--- src/hdl/sas_pkg.sv ---
// Purpose: constants, register map and types of the scan sequencer
// Assumes: one clock, conversion clock equals the peripheral clock
// Notes: register offsets are byte addresses on the plain register port
//
// What this block does
// exactly 18 clocks of successive approximation
// every raw result gain corrected, 10 clocks
// correction overlaps next channel's sampling
// sampling lasts the programmed sample time setting; a setting of 0 samples for 1 clock
// software waits settling or lengthens sample time
// start on software, event link, or pin
// convert enabled channels, lowest number first
// corrected result stored in channel's own register
// scan end interrupt after last channel corrected
// start bit high during scan, self-cleared
// peripheral clock kept at or below 32 MHz
// software selects differential or single-ended input
// invert odd single-ended results when enabled
// sampling timed by down counter from setting
// triggers ignored while the start bit is set
package sas_pkg;
   // register offsets
   localparam logic [7:0] OFF_CTRL = 8'h00;
   localparam logic [7:0] OFF_SEL_LO = 8'h04;
   localparam logic [7:0] OFF_SEL_HI = 8'h08;
   localparam logic [7:0] OFF_STIME = 8'h0c;
   localparam logic [7:0] OFF_EXT = 8'h10;
   localparam logic [7:0] OFF_GAIN = 8'h14;
   localparam logic [7:0] OFF_ISTAT = 8'h18;
   localparam logic [7:0] OFF_IMASK = 8'h1c;
   localparam logic [7:0] OFF_RES = 8'h80;
   // control fields
   localparam int CTRL_START = 0;
   localparam int CTRL_DIFF = 1;
   localparam int CTRL_ELC_EN = 2;
   localparam int CTRL_PIN_EN = 3;
   localparam int EXT_INV = 0;
   // interrupt status fields
   localparam int IRQ_SCAN_END = 0;
   localparam int IRQ_RESULT = 1;
   localparam int IRQ_W = 2;
   // sizes
   localparam int NCH = 32;
   localparam int CH_W = 5;
   localparam int RES_W = 16;
   localparam int STIME_W = 8;
   localparam int GAIN_FRAC = 14;
   // timing
   localparam int CLK_MHZ = 10;
   localparam int APPROX_CYC = 18;
   localparam int GAIN_CYC = 10;
   localparam int SAMPLE_MIN_NS = 250;
   localparam int SETTLE_MAX_NS = 1000;
   localparam int SAMPLE_MIN_CYC = (SAMPLE_MIN_NS * CLK_MHZ + 999) / 1000;
   localparam int SETTLE_CYC = (SETTLE_MAX_NS * CLK_MHZ) / 1000;
   // reset values and first trial code
   localparam logic [STIME_W-1:0] STIME_RST = STIME_W'(SAMPLE_MIN_CYC + SETTLE_CYC);
   localparam logic [RES_W-1:0] GAIN_RST = 16'h4000;
   localparam logic [RES_W-1:0] SAR_MSB = 16'h8000;

   typedef enum logic [2:0] {
      ST_IDLE,
      ST_NEXT,
      ST_SAMPLE,
      ST_APPROX,
      ST_DRAIN
   } sas_state_t;
endpackage

--- src/hdl/sas_gain.sv ---
// Purpose: gain correction of one raw result over a fixed number of clocks
// Assumes: a new start only when not busy
// Notes: coefficient is unsigned with GAIN_FRAC fraction bits, result saturates
`timescale 1ns/10ps
module sas_gain #(
   parameter int W = sas_pkg::RES_W,
   parameter int CYC = sas_pkg::GAIN_CYC,
   parameter int FRAC = sas_pkg::GAIN_FRAC
) (
   // clock and reset
   input wire logic clk,
   input wire logic reset_n,
   // request
   input wire logic start,
   input wire logic [W-1:0] raw,
   input wire logic [W-1:0] coef,
   // answer
   output logic busy,
   output logic done,
   output logic [W-1:0] result
);
   import sas_pkg::*;

   localparam int CW = $clog2(CYC + 1);
   localparam logic [CW-1:0] CNT_LOAD = CW'(CYC);
   localparam logic [CW-1:0] CNT_ONE = CW'(1);

   logic [CW-1:0] cnt_ff;
   logic signed [2*W:0] prod_ff;
   logic done_ff;
   logic [W-1:0] res_ff;
   logic signed [2*W:0] prod;
   logic signed [2*W:0] shifted;
   logic ovf;
   logic [W-1:0] sat;

   assign prod = (2*W+1)'($signed(raw) * $signed({1'b0, coef}));
   assign shifted = prod_ff >>> FRAC;
   assign ovf = !((&shifted[2*W:W-1]) || !(|shifted[2*W:W-1]));
   assign sat = shifted[2*W] ? {1'b1, {(W-1){1'b0}}} : {1'b0, {(W-1){1'b1}}};

   always_ff @(posedge clk) begin
      if (!reset_n) begin
         cnt_ff <= '0;
         prod_ff <= '0;
         done_ff <= 1'b0;
         res_ff <= '0;
      end else begin
         done_ff <= (cnt_ff == CNT_ONE);
         if (start) begin
            cnt_ff <= CNT_LOAD;
            prod_ff <= prod;
         end else if (cnt_ff != '0) begin
            cnt_ff <= cnt_ff - CNT_ONE;
         end
         if (cnt_ff == CNT_ONE) begin
            res_ff <= ovf ? sat : shifted[W-1:0];
         end
      end
   end

   assign busy = (cnt_ff != '0);
   assign done = done_ff;
   assign result = res_ff;
endmodule

--- src/hdl/sas_seq.sv ---
// Purpose: scan sequencer of a 16-bit successive approximation converter
// Assumes: comparator answers within one clock of a new trial code
// Notes: one gain correction in flight at most, since approximation is longer
`timescale 1ns/10ps
module sas_seq (
   // clock and reset
   input wire logic clk,
   input wire logic reset_n,
   // register port
   input wire logic [7:0] reg_addr,
   input wire logic [31:0] reg_wdata,
   input wire logic reg_wr,
   input wire logic reg_rd,
   output logic [31:0] reg_rdata,
   // start triggers
   input wire logic event_link_trigger,
   input wire logic ext_trig_pin,
   // analog front end
   input wire logic comp_hi,
   output logic sample_on,
   output logic [sas_pkg::CH_W-1:0] mux_ch,
   output logic diff_mode,
   output logic [sas_pkg::RES_W-1:0] dac_code,
   // interrupt
   output logic scan_end_interrupt
);
   import sas_pkg::*;

   localparam logic [4:0] ACNT_LAST = 5'(APPROX_CYC - 1);
   localparam logic [4:0] ACNT_ONE = 5'(1);
   localparam logic [4:0] ACNT_BITS = 5'(RES_W);
   localparam logic [STIME_W-1:0] SCNT_ONE = STIME_W'(1);

   //////////////////////////////////////////////////////////////////////
   // registers
   logic start_ff;
   logic diff_ff;
   logic elc_en_ff;
   logic pin_en_ff;
   logic [15:0] sel_lo_ff;
   logic [15:0] sel_hi_ff;
   logic [STIME_W-1:0] stime_ff;
   logic inv_ff;
   logic [RES_W-1:0] coef_ff;
   logic [IRQ_W-1:0] stat_ff;
   logic [IRQ_W-1:0] mask_ff;
   logic [RES_W-1:0] res_ff [NCH];
   logic [31:0] rdata_ff;
   logic irq_ff;

   // sequencer state
   sas_state_t state_ff;
   logic [NCH-1:0] pend_ff;
   logic [STIME_W-1:0] scnt_ff;
   logic [4:0] acnt_ff;
   logic [RES_W-1:0] code_ff;
   logic [CH_W-1:0] cur_ff;
   logic sample_on_ff;
   logic [CH_W-1:0] gch_ff;
   logic ginv_ff;

   // pin synchroniser
   logic pin_s1_ff;
   logic pin_s2_ff;
   logic pin_s3_ff;

   //////////////////////////////////////////////////////////////////////
   // register decode
   wire wr_ctrl = reg_wr && (reg_addr == OFF_CTRL);
   wire wr_sel_lo = reg_wr && (reg_addr == OFF_SEL_LO);
   wire wr_sel_hi = reg_wr && (reg_addr == OFF_SEL_HI);
   wire wr_stime = reg_wr && (reg_addr == OFF_STIME);
   wire wr_ext = reg_wr && (reg_addr == OFF_EXT);
   wire wr_gain = reg_wr && (reg_addr == OFF_GAIN);
   wire wr_imask = reg_wr && (reg_addr == OFF_IMASK);
   wire rd_istat = reg_rd && (reg_addr == OFF_ISTAT);
   wire is_res = (reg_addr >= OFF_RES);
   wire [CH_W-1:0] res_idx = reg_addr[CH_W+1:2];

   //////////////////////////////////////////////////////////////////////
   // triggers
   wire pin_rise = pin_s2_ff && !pin_s3_ff;
   wire sw_trig = wr_ctrl && reg_wdata[CTRL_START];
   wire elc_trig = elc_en_ff && event_link_trigger;
   wire hw_trig = pin_en_ff && pin_rise;
   wire trig = !start_ff && (sw_trig || elc_trig || hw_trig);

   //////////////////////////////////////////////////////////////////////
   // channel pick and sampling length
   wire [NCH-1:0] sel_all = {sel_hi_ff, sel_lo_ff};
   wire any_pend = |pend_ff;
   logic [CH_W-1:0] low_ch;

   always_comb begin
      low_ch = '0;
      for (int i = NCH - 1; i >= 0; i--) begin
         if (pend_ff[i]) begin
            low_ch = CH_W'(i);
         end
      end
   end

   wire [NCH-1:0] low_bit = NCH'(1) << low_ch;
   wire [STIME_W-1:0] samp_len = (stime_ff == '0) ? SCNT_ONE : stime_ff;

   //////////////////////////////////////////////////////////////////////
   // approximation step
   wire [4:0] bit_pos = ACNT_BITS - acnt_ff;
   wire [RES_W-1:0] trial = RES_W'(1) << bit_pos[3:0];
   wire [RES_W-1:0] kept = comp_hi ? code_ff : (code_ff & ~trial);
   wire [RES_W-1:0] stepped = (bit_pos == '0) ? kept : (kept | (trial >> 1));
   wire in_bits = (acnt_ff != '0) && (acnt_ff <= ACNT_BITS);

   // raw code as signed input of gain stage
   wire [RES_W-1:0] raw_diff = {~code_ff[RES_W-1], code_ff[RES_W-2:0]};
   wire [RES_W-1:0] raw_single = {1'b0, code_ff[RES_W-1:1]};
   wire [RES_W-1:0] raw_s = diff_ff ? raw_diff : raw_single;

   //////////////////////////////////////////////////////////////////////
   // sequencer
   sas_state_t nxt_state;
   logic [NCH-1:0] nxt_pend;
   logic [STIME_W-1:0] nxt_scnt;
   logic [4:0] nxt_acnt;
   logic [RES_W-1:0] nxt_code;
   logic [CH_W-1:0] nxt_cur;
   logic nxt_sample_on;
   logic g_start;
   logic scan_done;
   logic g_busy;
   logic g_done;
   logic [RES_W-1:0] g_res;

   always_comb begin
      nxt_state = state_ff;
      nxt_pend = pend_ff;
      nxt_scnt = scnt_ff;
      nxt_acnt = acnt_ff;
      nxt_code = code_ff;
      nxt_cur = cur_ff;
      nxt_sample_on = sample_on_ff;
      g_start = 1'b0;
      scan_done = 1'b0;
      case (state_ff)
         ST_IDLE: begin
            if (trig) begin
               nxt_pend = sel_all;
               nxt_state = ST_NEXT;
            end
         end
         ST_NEXT: begin
            if (any_pend) begin
               nxt_cur = low_ch;
               nxt_pend = pend_ff & ~low_bit;
               nxt_scnt = samp_len;
               nxt_sample_on = 1'b1;
               nxt_state = ST_SAMPLE;
            end else begin
               nxt_state = ST_DRAIN;
            end
         end
         ST_SAMPLE: begin
            if (scnt_ff == SCNT_ONE) begin
               nxt_sample_on = 1'b0;
               nxt_acnt = '0;
               nxt_state = ST_APPROX;
            end else begin
               nxt_scnt = scnt_ff - SCNT_ONE;
            end
         end
         ST_APPROX: begin
            nxt_acnt = acnt_ff + ACNT_ONE;
            if (acnt_ff == '0) begin
               nxt_code = SAR_MSB;
            end else if (in_bits) begin
               nxt_code = stepped;
            end
            if (acnt_ff == ACNT_LAST) begin
               g_start = 1'b1;
               nxt_state = ST_NEXT;
            end
         end
         ST_DRAIN: begin
            if (!g_busy) begin
               scan_done = 1'b1;
               nxt_state = ST_IDLE;
            end
         end
         default: begin
            nxt_state = ST_IDLE;
         end
      endcase
   end

   always_ff @(posedge clk) begin
      if (!reset_n) begin
         state_ff <= ST_IDLE;
         pend_ff <= '0;
         scnt_ff <= '0;
         acnt_ff <= '0;
         code_ff <= '0;
         cur_ff <= '0;
         sample_on_ff <= 1'b0;
      end else begin
         state_ff <= nxt_state;
         pend_ff <= nxt_pend;
         scnt_ff <= nxt_scnt;
         acnt_ff <= nxt_acnt;
         code_ff <= nxt_code;
         cur_ff <= nxt_cur;
         sample_on_ff <= nxt_sample_on;
      end
   end

   //////////////////////////////////////////////////////////////////////
   // gain correction
   sas_gain #(
      .W(RES_W),
      .CYC(GAIN_CYC),
      .FRAC(GAIN_FRAC)
   ) u_gain (
      .clk(clk),
      .reset_n(reset_n),
      .start(g_start),
      .raw(raw_s),
      .coef(coef_ff),
      .busy(g_busy),
      .done(g_done),
      .result(g_res)
   );

   wire odd_inv = inv_ff && !diff_ff && cur_ff[0];
   wire [RES_W-1:0] store_val = ginv_ff ? ~g_res : g_res;

   always_ff @(posedge clk) begin
      if (!reset_n) begin
         gch_ff <= '0;
         ginv_ff <= 1'b0;
      end else if (g_start) begin
         gch_ff <= cur_ff;
         ginv_ff <= odd_inv;
      end
   end

   always_ff @(posedge clk) begin
      if (!reset_n) begin
         for (int i = 0; i < NCH; i++) begin
            res_ff[i] <= '0;
         end
      end else if (g_done) begin
         res_ff[gch_ff] <= store_val;
      end
   end

   //////////////////////////////////////////////////////////////////////
   // control registers
   always_ff @(posedge clk) begin
      if (!reset_n) begin
         start_ff <= 1'b0;
      end else if (trig) begin
         start_ff <= 1'b1;
      end else if (scan_done) begin
         start_ff <= 1'b0;
      end
   end

   always_ff @(posedge clk) begin
      if (!reset_n) begin
         diff_ff <= 1'b0;
         elc_en_ff <= 1'b0;
         pin_en_ff <= 1'b0;
      end else if (wr_ctrl) begin
         diff_ff <= reg_wdata[CTRL_DIFF];
         elc_en_ff <= reg_wdata[CTRL_ELC_EN];
         pin_en_ff <= reg_wdata[CTRL_PIN_EN];
      end
   end

   always_ff @(posedge clk) begin
      if (!reset_n) begin
         sel_lo_ff <= '0;
         sel_hi_ff <= '0;
         stime_ff <= STIME_RST;
         inv_ff <= 1'b0;
         coef_ff <= GAIN_RST;
         mask_ff <= '0;
      end else begin
         if (wr_sel_lo) sel_lo_ff <= reg_wdata[15:0];
         if (wr_sel_hi) sel_hi_ff <= reg_wdata[15:0];
         if (wr_stime) stime_ff <= reg_wdata[STIME_W-1:0];
         if (wr_ext) inv_ff <= reg_wdata[EXT_INV];
         if (wr_gain) coef_ff <= reg_wdata[RES_W-1:0];
         if (wr_imask) mask_ff <= reg_wdata[IRQ_W-1:0];
      end
   end

   //////////////////////////////////////////////////////////////////////
   // interrupt status, cleared by read, set wins
   logic [IRQ_W-1:0] ev;
   logic [IRQ_W-1:0] nxt_stat;

   always_comb begin
      ev = '0;
      ev[IRQ_SCAN_END] = scan_done;
      ev[IRQ_RESULT] = g_done;
      nxt_stat = (rd_istat ? '0 : stat_ff) | ev;
   end

   always_ff @(posedge clk) begin
      if (!reset_n) begin
         stat_ff <= '0;
         irq_ff <= 1'b0;
      end else begin
         stat_ff <= nxt_stat;
         irq_ff <= |(nxt_stat & mask_ff);
      end
   end

   //////////////////////////////////////////////////////////////////////
   // read data
   wire [31:0] rd_ctrl = {28'h0, pin_en_ff, elc_en_ff, diff_ff, start_ff};
   wire [31:0] rd_res = {16'h0, res_ff[res_idx]};
   logic [31:0] rd_mux;

   always_comb begin
      case (reg_addr)
         OFF_CTRL: rd_mux = rd_ctrl;
         OFF_SEL_LO: rd_mux = {16'h0, sel_lo_ff};
         OFF_SEL_HI: rd_mux = {16'h0, sel_hi_ff};
         OFF_STIME: rd_mux = {24'h0, stime_ff};
         OFF_EXT: rd_mux = {31'h0, inv_ff};
         OFF_GAIN: rd_mux = {16'h0, coef_ff};
         OFF_ISTAT: rd_mux = {30'h0, stat_ff};
         OFF_IMASK: rd_mux = {30'h0, mask_ff};
         default: rd_mux = is_res ? rd_res : 32'h0;
      endcase
   end

   always_ff @(posedge clk) begin
      if (!reset_n) begin
         rdata_ff <= '0;
      end else begin
         rdata_ff <= reg_rd ? rd_mux : 32'h0;
      end
   end

   //////////////////////////////////////////////////////////////////////
   // trigger pin synchroniser and edge
   always_ff @(posedge clk) begin
      if (!reset_n) begin
         pin_s1_ff <= 1'b0;
         pin_s2_ff <= 1'b0;
         pin_s3_ff <= 1'b0;
      end else begin
         pin_s1_ff <= ext_trig_pin;
         pin_s2_ff <= pin_s1_ff;
         pin_s3_ff <= pin_s2_ff;
      end
   end

   //////////////////////////////////////////////////////////////////////
   // outputs
   assign reg_rdata = rdata_ff;
   assign sample_on = sample_on_ff;
   assign mux_ch = cur_ff;
   assign diff_mode = diff_ff;
   assign dac_code = code_ff;
   assign scan_end_interrupt = irq_ff;
endmodule

--- config.mk ---
export PLATFORM = sky130hd
export DESIGN_NAME = sas_seq
export DESIGN_NICKNAME = d
export VERILOG_FILES = /design/src/hdl/sas_pkg.sv /design/src/hdl/sas_gain.sv /design/src/hdl/sas_seq.sv
export SDC_FILE = /design/constraint.sdc
export NUM_CORES = 2
export LEC_CHECK = 0
export BUFFER_PORTS_ARGS = -buffer_cell sky130_fd_sc_hd__buf_2
export CAP_MARGIN = 30
export CORE_MARGIN = 3
export CORE_UTILIZATION = 24
export DETAILED_ROUTE_END_ITERATION = 10
export MAX_ROUTING_LAYER = met4
export SETUP_SLACK_MARGIN = 0.05
export SLEW_MARGIN = 30
export SYNTH_ARGS = -nofsm -noshare
export SYNTH_HDL_FRONTEND = slang
export SYNTH_SLANG_ARGS = --single-unit
export TNS_END_PERCENT = 100
--- constraint.sdc ---
create_clock -name clk -period 7.12 [get_ports clk]
set_clock_uncertainty 0.1 [all_clocks]
set_input_delay 0.712 -clock clk [delete_from_list [all_inputs] [get_ports clk]]
set_output_delay 0.712 -clock clk [all_outputs]
set_load 0.05 [all_outputs]
# Word-level counts from Yosys, hierarchy flattened
# Memories as Yosys holds them, arrays and structs flattened.
# Index checks and enable logic that the tools add are counted.
word_totals:
  input_bits: 47
  output_inout_bits: 56
  mem_count: 1
  wordCells: 196
  register_bits: 231
  ram_bits: 512
memory_table:
  columns: ["memory", "depth", "width", "rd", "rd_ports_with_merged_regs", "wr", "line", "rtl"]
  rows:
  - ["res_ff", 32, 16, 1, 0, 32, "sas_seq.sv:47", "logic [RES_W-1:0] res_ff [NCH];"]
op_classes:
  n_bitwise: 10
  n_shift: 2
  eq_ne: 20
  order_cmp: 2
  mux: 76
  add_sub_neg: 4
  multipliers: 1
  reduce_logical: 50
ops:
  columns: ["op", "count"]
  rows:
  - ["2-to-1 mux 5 bit", 34]
  - ["2-to-1 mux 16 bit", 10]
  - ["case mux 16 bit (8 select lines)", 1]
  - ["2-to-1 mux 32 bit", 2]
  - ["case mux 32 bit (2 select lines)", 1]
  - ["multiplier 16 x 17 -> 33 bit", 1]
  - ["AND 32 bit", 1]
  - ["equality test 8 x 5 -> 1 bit, second input constant", 4]
  - ["NOT 16 bit", 2]
  - ["NOT 32 bit", 1]
  - ["OR reduction 32 bit", 1]
  - ["left shift 1 x 5 -> 32 bit, first input constant", 1]
  - ["2-to-1 mux 8 bit", 3]
  - ["AND 16 bit", 1]
  - ["equality test 8 x 4 -> 1 bit, second input constant", 2]
  - ["logical AND 1 bit", 16]
  - ["logical NOT 8 bit", 2]
  - ["OR 16 x 15 -> 16 bit", 1]
  - ["case mux 8 bit (2 select lines)", 1]
  - ["OR reduction 16 bit", 1]
  - ["left shift 1 x 4 -> 16 bit, first input constant", 1]
  - ["2-to-1 mux 3 bit", 5]
  - ["case mux 3 bit (5 select lines)", 1]
  - ["2-to-1 mux 1 bit", 13]
  - ["other kinds (33)", 59]

# Logic depth before layout (Yosys ltp)
depth:
  ltp_word: 37
  depth_mapped: 24
  depth_no_buf: 22

# Modules after synthesis
# A second synthesis with hierarchy kept.
hier_totals:
  hier_cells: 3585
  area_unflattened_um2: 40440.0
modules_own_cells:
  columns: ["mod", "area_per_inst_um2", "cells_each", "n_inst"]
  rows:
  - ["sas_seq", 30236.5, 2412, 1]
  - ["sas_gain", 10203.5, 1173, 1]

# Worst setup path before layout
# No wires, ideal clock.
synth_timing:
  kind: "register -> register"
  start: "reg diff_ff, in the netlist diff_mode"
  end: "reg u_gain.prod_ff[20]"
  path_buffers: 3
  slack_ns: 0.043
  arrival_time_ns: 6.855
  setup_ns: 0.122
  stages_incl_launch_ff: 25
  required_time_ns: 6.898
  period_less_slack_ns: 7.077
  cell_sequence: "dfxtp_1 > buf_6 > clkbuf_1 > mux2_2 > clkbuf_1 > nand2_1 > fa_1 > inv_1 > fa_1 > inv_1 > fa_1 > inv_1 > fa_1 > inv_1 > fa_1 > inv_1 > fa_1 > ha_1 > a211oi_1 > nor2_1 > or2_2 > o31a_1 > o41ai_1 > nor3_1 > a221o_1"
synth_via:
  elab_chain_cells: 2
synth_lines:
  columns: ["element", "line", "rtl"]
  rows:
  - ["start, declared", "sas_seq.sv:37", "logic diff_ff;"]
  - ["start signal, assigned", "sas_seq.sv:273", "diff_ff <= reg_wdata[CTRL_DIFF];"]
  - ["2-to-1 mux 16 bit", "sas_seq.sv:117", "wire [RES_W-1:0] raw_s = diff_ff ? raw_diff : raw_single;"]
  - ["multiplier 16 x 17 -> 33 bit", "sas_gain.sv:37", "assign prod = (2*W+1)'($signed(raw) * $signed({1'b0, coef}));"]
  - ["end signal, assigned", "sas_gain.sv:52", "prod_ff <= prod;"]
  - ["end, declared", "sas_gain.sv:29", "logic signed [2*W:0] prod_ff;"]
# Every way passes these cells.
# A chain may end at the register's enable or synchronous reset.

# Worst setup path after layout
# Ends and elaborated chain as after synthesis.

==> metrics.md <==
| Metric | Value |
|---|---|
| Peak VDD IR | 0.000169 V |
| Initial antenna violation count | 4 |
| Sink Count | 713 |
| Hold Path Class | input port to flop |
| Full die area | 170000 µm² |
| Tightest Pin Transition | 929 ps |
| Die height | 413 µm |
| Vias in the first global route | 27149 |
| Syn avg cell area | 11.2 µm² |
| Most common cell in the netlist | nor2_1 |
| Leakage | 0.0160 µW |
| Hold buffers post-CTS | 0 |
| Worst-Skew Late Latency | 650 ps |
| Most frequent cells after synthesis | nor2_1 (588), edfxtp_1 (512), nand2_1 (439), inv_1 (255), clkbuf_1 (210) |
| Fin crit share | 94.7% |
| Crit path capture type | flop |
| Register area share after synthesis | 48.9% |
| DR pass1 iterations | 7 |
| Cell taking the most area after synthesis | edfxtp_1 |
| Worst EP required | 7550 ps |
| DP HPWL | 74.5 mm |
| Worst EP arrival | 7170 ps |
| Placed Cells | 5604 |
| Status | completed |
| Post-synthesis cell type count | 83 |
| Unrepaired setup endpoints after global routing | false |
| Mapped Cells | 3535 |
| IO Pins | 103 |
| Tot GR Track Use | 13.4% |
| Share of synthesized flip-flops with an asynchronous set or reset | 0% |
| Worst-path clk slew | 60 ps |
| I/O Buffers | 70 |
| Worst Path Max Fanout | 16 |
| Minimum clock period | 6740 ps |
| Initial Util | 24.3% |
| Endpoints failing setup | 0 |
| Final Slew Violations | 0 |
| Layout cells sized above 1 | 13.7% |
| Clk Tree Root Cell | clkbuf_16 |
| Placer Congestion | 0.901 |
| First-pass GRT wire length | 171 mm |
| Nets | 3880 |
| Main synth FF type | edfxtp_1 |
| Detailed Route WL | 112 mm |
| Yosys reg bits | 713 |
| Post-synth top area share | 38.7% |
| CTS buffer count | 77 |
| Bufs on Longest Clock Path | 3 |
| Setup WS pre-CTS | 381 ps |
| Postcts setup bufs | 0 |
| Routed length per instance | 19.5 µm |
| Fin cells | 5747 |
| Setup TNS | 0 ps |
| Grt total ovfl | 0 |
| Area growth, synth to finish | 13.4% |
| Post-CTS sizing | 0 |
| Largest net degree at the start of global routing | 74 |
| WS Path Type | flop to flop |
| Initial DRC count | 3420 |
| Slew HR | 37.9% |
| Post-synth EDFFs | 512 |
| Routed vias | 27400 |
| Number of remaining DRC errors | 0 |
| Crit path launch type | flop |
| TritonCTS clock tree | built |
| Layout fillers | 16763 |
| Fin worst setup slack | 377 ps |
| Main area contributors after synthesis | edfxtp_1 (39%), dfxtp_1 (10%), fa_1 (9.7%), mux4_2 (9.1%), nor2_1 (5.6%) |
| ANT nets after route | 0 |
| Via/cell ratio | 4.77 |
| Die width | 413 µm |
| Cell Area, Synth | 39700 µm² |
| Core area | 164000 µm² |
| Total Power | 9210 µW |
| Syn. warnings | 0 |
| Max Cap Viol | 0 |
| CTS H-tree lvls | 3 |
| Row count | 148 |
| Power per cell area | 205 nW/µm² |
| Fmax | 0.148 GHz |
| Hold Vio Cnt, Final | 0 |
[routing by layer]
metal | GRT usage, % | routed length, µm | up-vias
li1 | - | - | 12193
met1 | 18.3 | 48200 | 13864
met2 | 20.5 | 51200 | 1145
met3 | 2.27 | 9260 | 198
met4 | 3.94 | 3330 | 0
met5 | - | 0 | -
[cells in the final DEF (no fill, tap or decap), types with 68 or more instances in the layout]
| cell | synthesis | routed |
|---|---|---|
| buf_2 | 16 | 68 |
| inv_1 | 255 | 255 |
| fa_1 | 193 | 193 |
| a21oi_1 | 164 | 164 |
| mux4_2 | 161 | 161 |
| nand2_1 | 439 | 439 |
| dfxtp_1 | 201 | 199 |
| nor2_1 | 588 | 587 |
| edfxtp_1 | 512 | 512 |
| clkbuf_16 | 0 | 78 |
| ha_1 | 130 | 130 |
[cells by family (layout without fill, tap and decap cells)]
family                   count (synthesis)  in the layout  share of synthesized area (%)
buffers and inverters                  515            534                           5.09
AND/OR/NAND/NOR                       1331           1331                           14.5
adder cells (fa/ha/maj)                323            323                           13.8
XOR/XNOR                                24             24                          0.529
flip-flops                             713            713                           48.9
AO/OA/AOI/OAI                          422            422                           6.84
multiplexers                           206            206                           10.4
other                                    1             19                        0.00944
[power by group]
group	total, µW	internal (µW)	switching, µW
clock	4070	2350	1720
combinational	556	192	363
sequential	4580	4540	39.9
[critical path: stages, from the launching register on]
cell	delay [ps]
dfxtp_2	500
mux2_2	430
nand2_1	130
fa_1	560
inv_1	60
fa_1	530
inv_1	60
fa_1	500
inv_1	60
fa_1	530
inv_1	50
fa_1	470
inv_1	50
fa_1	450
ha_1	360
a211oi_1	230
nor2_1	100
or2_2	360
o31a_1	310
o41ai_1	420
nor3_1	100
a221o_1	280
[through the flow]
stage                     hold WS (ps)  utilization, %  cell area, µm²
final                              247            27.5           45000
after global routing               236            27.5           45000
after CTS                          208            27.5           45000
after detailed placement           323            26.0           42400
after global placement             336            26.0           42400
after floorplan                    312               -           39800
[registers in the layout (all words and copies together) (netlist names), 2 cells and up]
signal / flops
dac_code: 16
gch_ff: 5
sel_hi_ff: 16
pend_ff: 32
sel_lo_ff: 16
reg_rdata: 16
acnt_ff: 5
mux_ch: 5
u_gain.cnt_ff: 4
res_ff: 512
state_ff: 3
mask_ff: 2
u_gain.result: 16
coef_ff: 16
stime_ff: 8
u_gain.prod_ff: 19
stat_ff: 2
scnt_ff: 8
[final cells by class]
type	instances	area [µm²]	share of cell area, %
repair buffers	140	925	2.05
inverters	256	962	2.14
flip-flops and latches	713	19400	43.1
clock buffers	102	2110	4.68
diodes	3	7.51	0.0167
multi-input cells	2322	18500	41.0
well taps	2175	2720	6.04
clock inverters	36	434	0.964
[path summary, 6_finish.rpt]
check | slack (ps) | from | cells past startpoint | endpoint
max | 380 | diff_mode | 21 | u_gain.prod_ff[20]
min reg2reg | 340 | pin_s1_ff | 1 | pin_s2_ff
min | 250 | ext_trig_pin | 2 | pin_s1_ff
max reg2reg | 380 | diff_mode | 21 | u_gain.prod_ff[20]
Note: power is estimated with default switching activity, not from simulation.
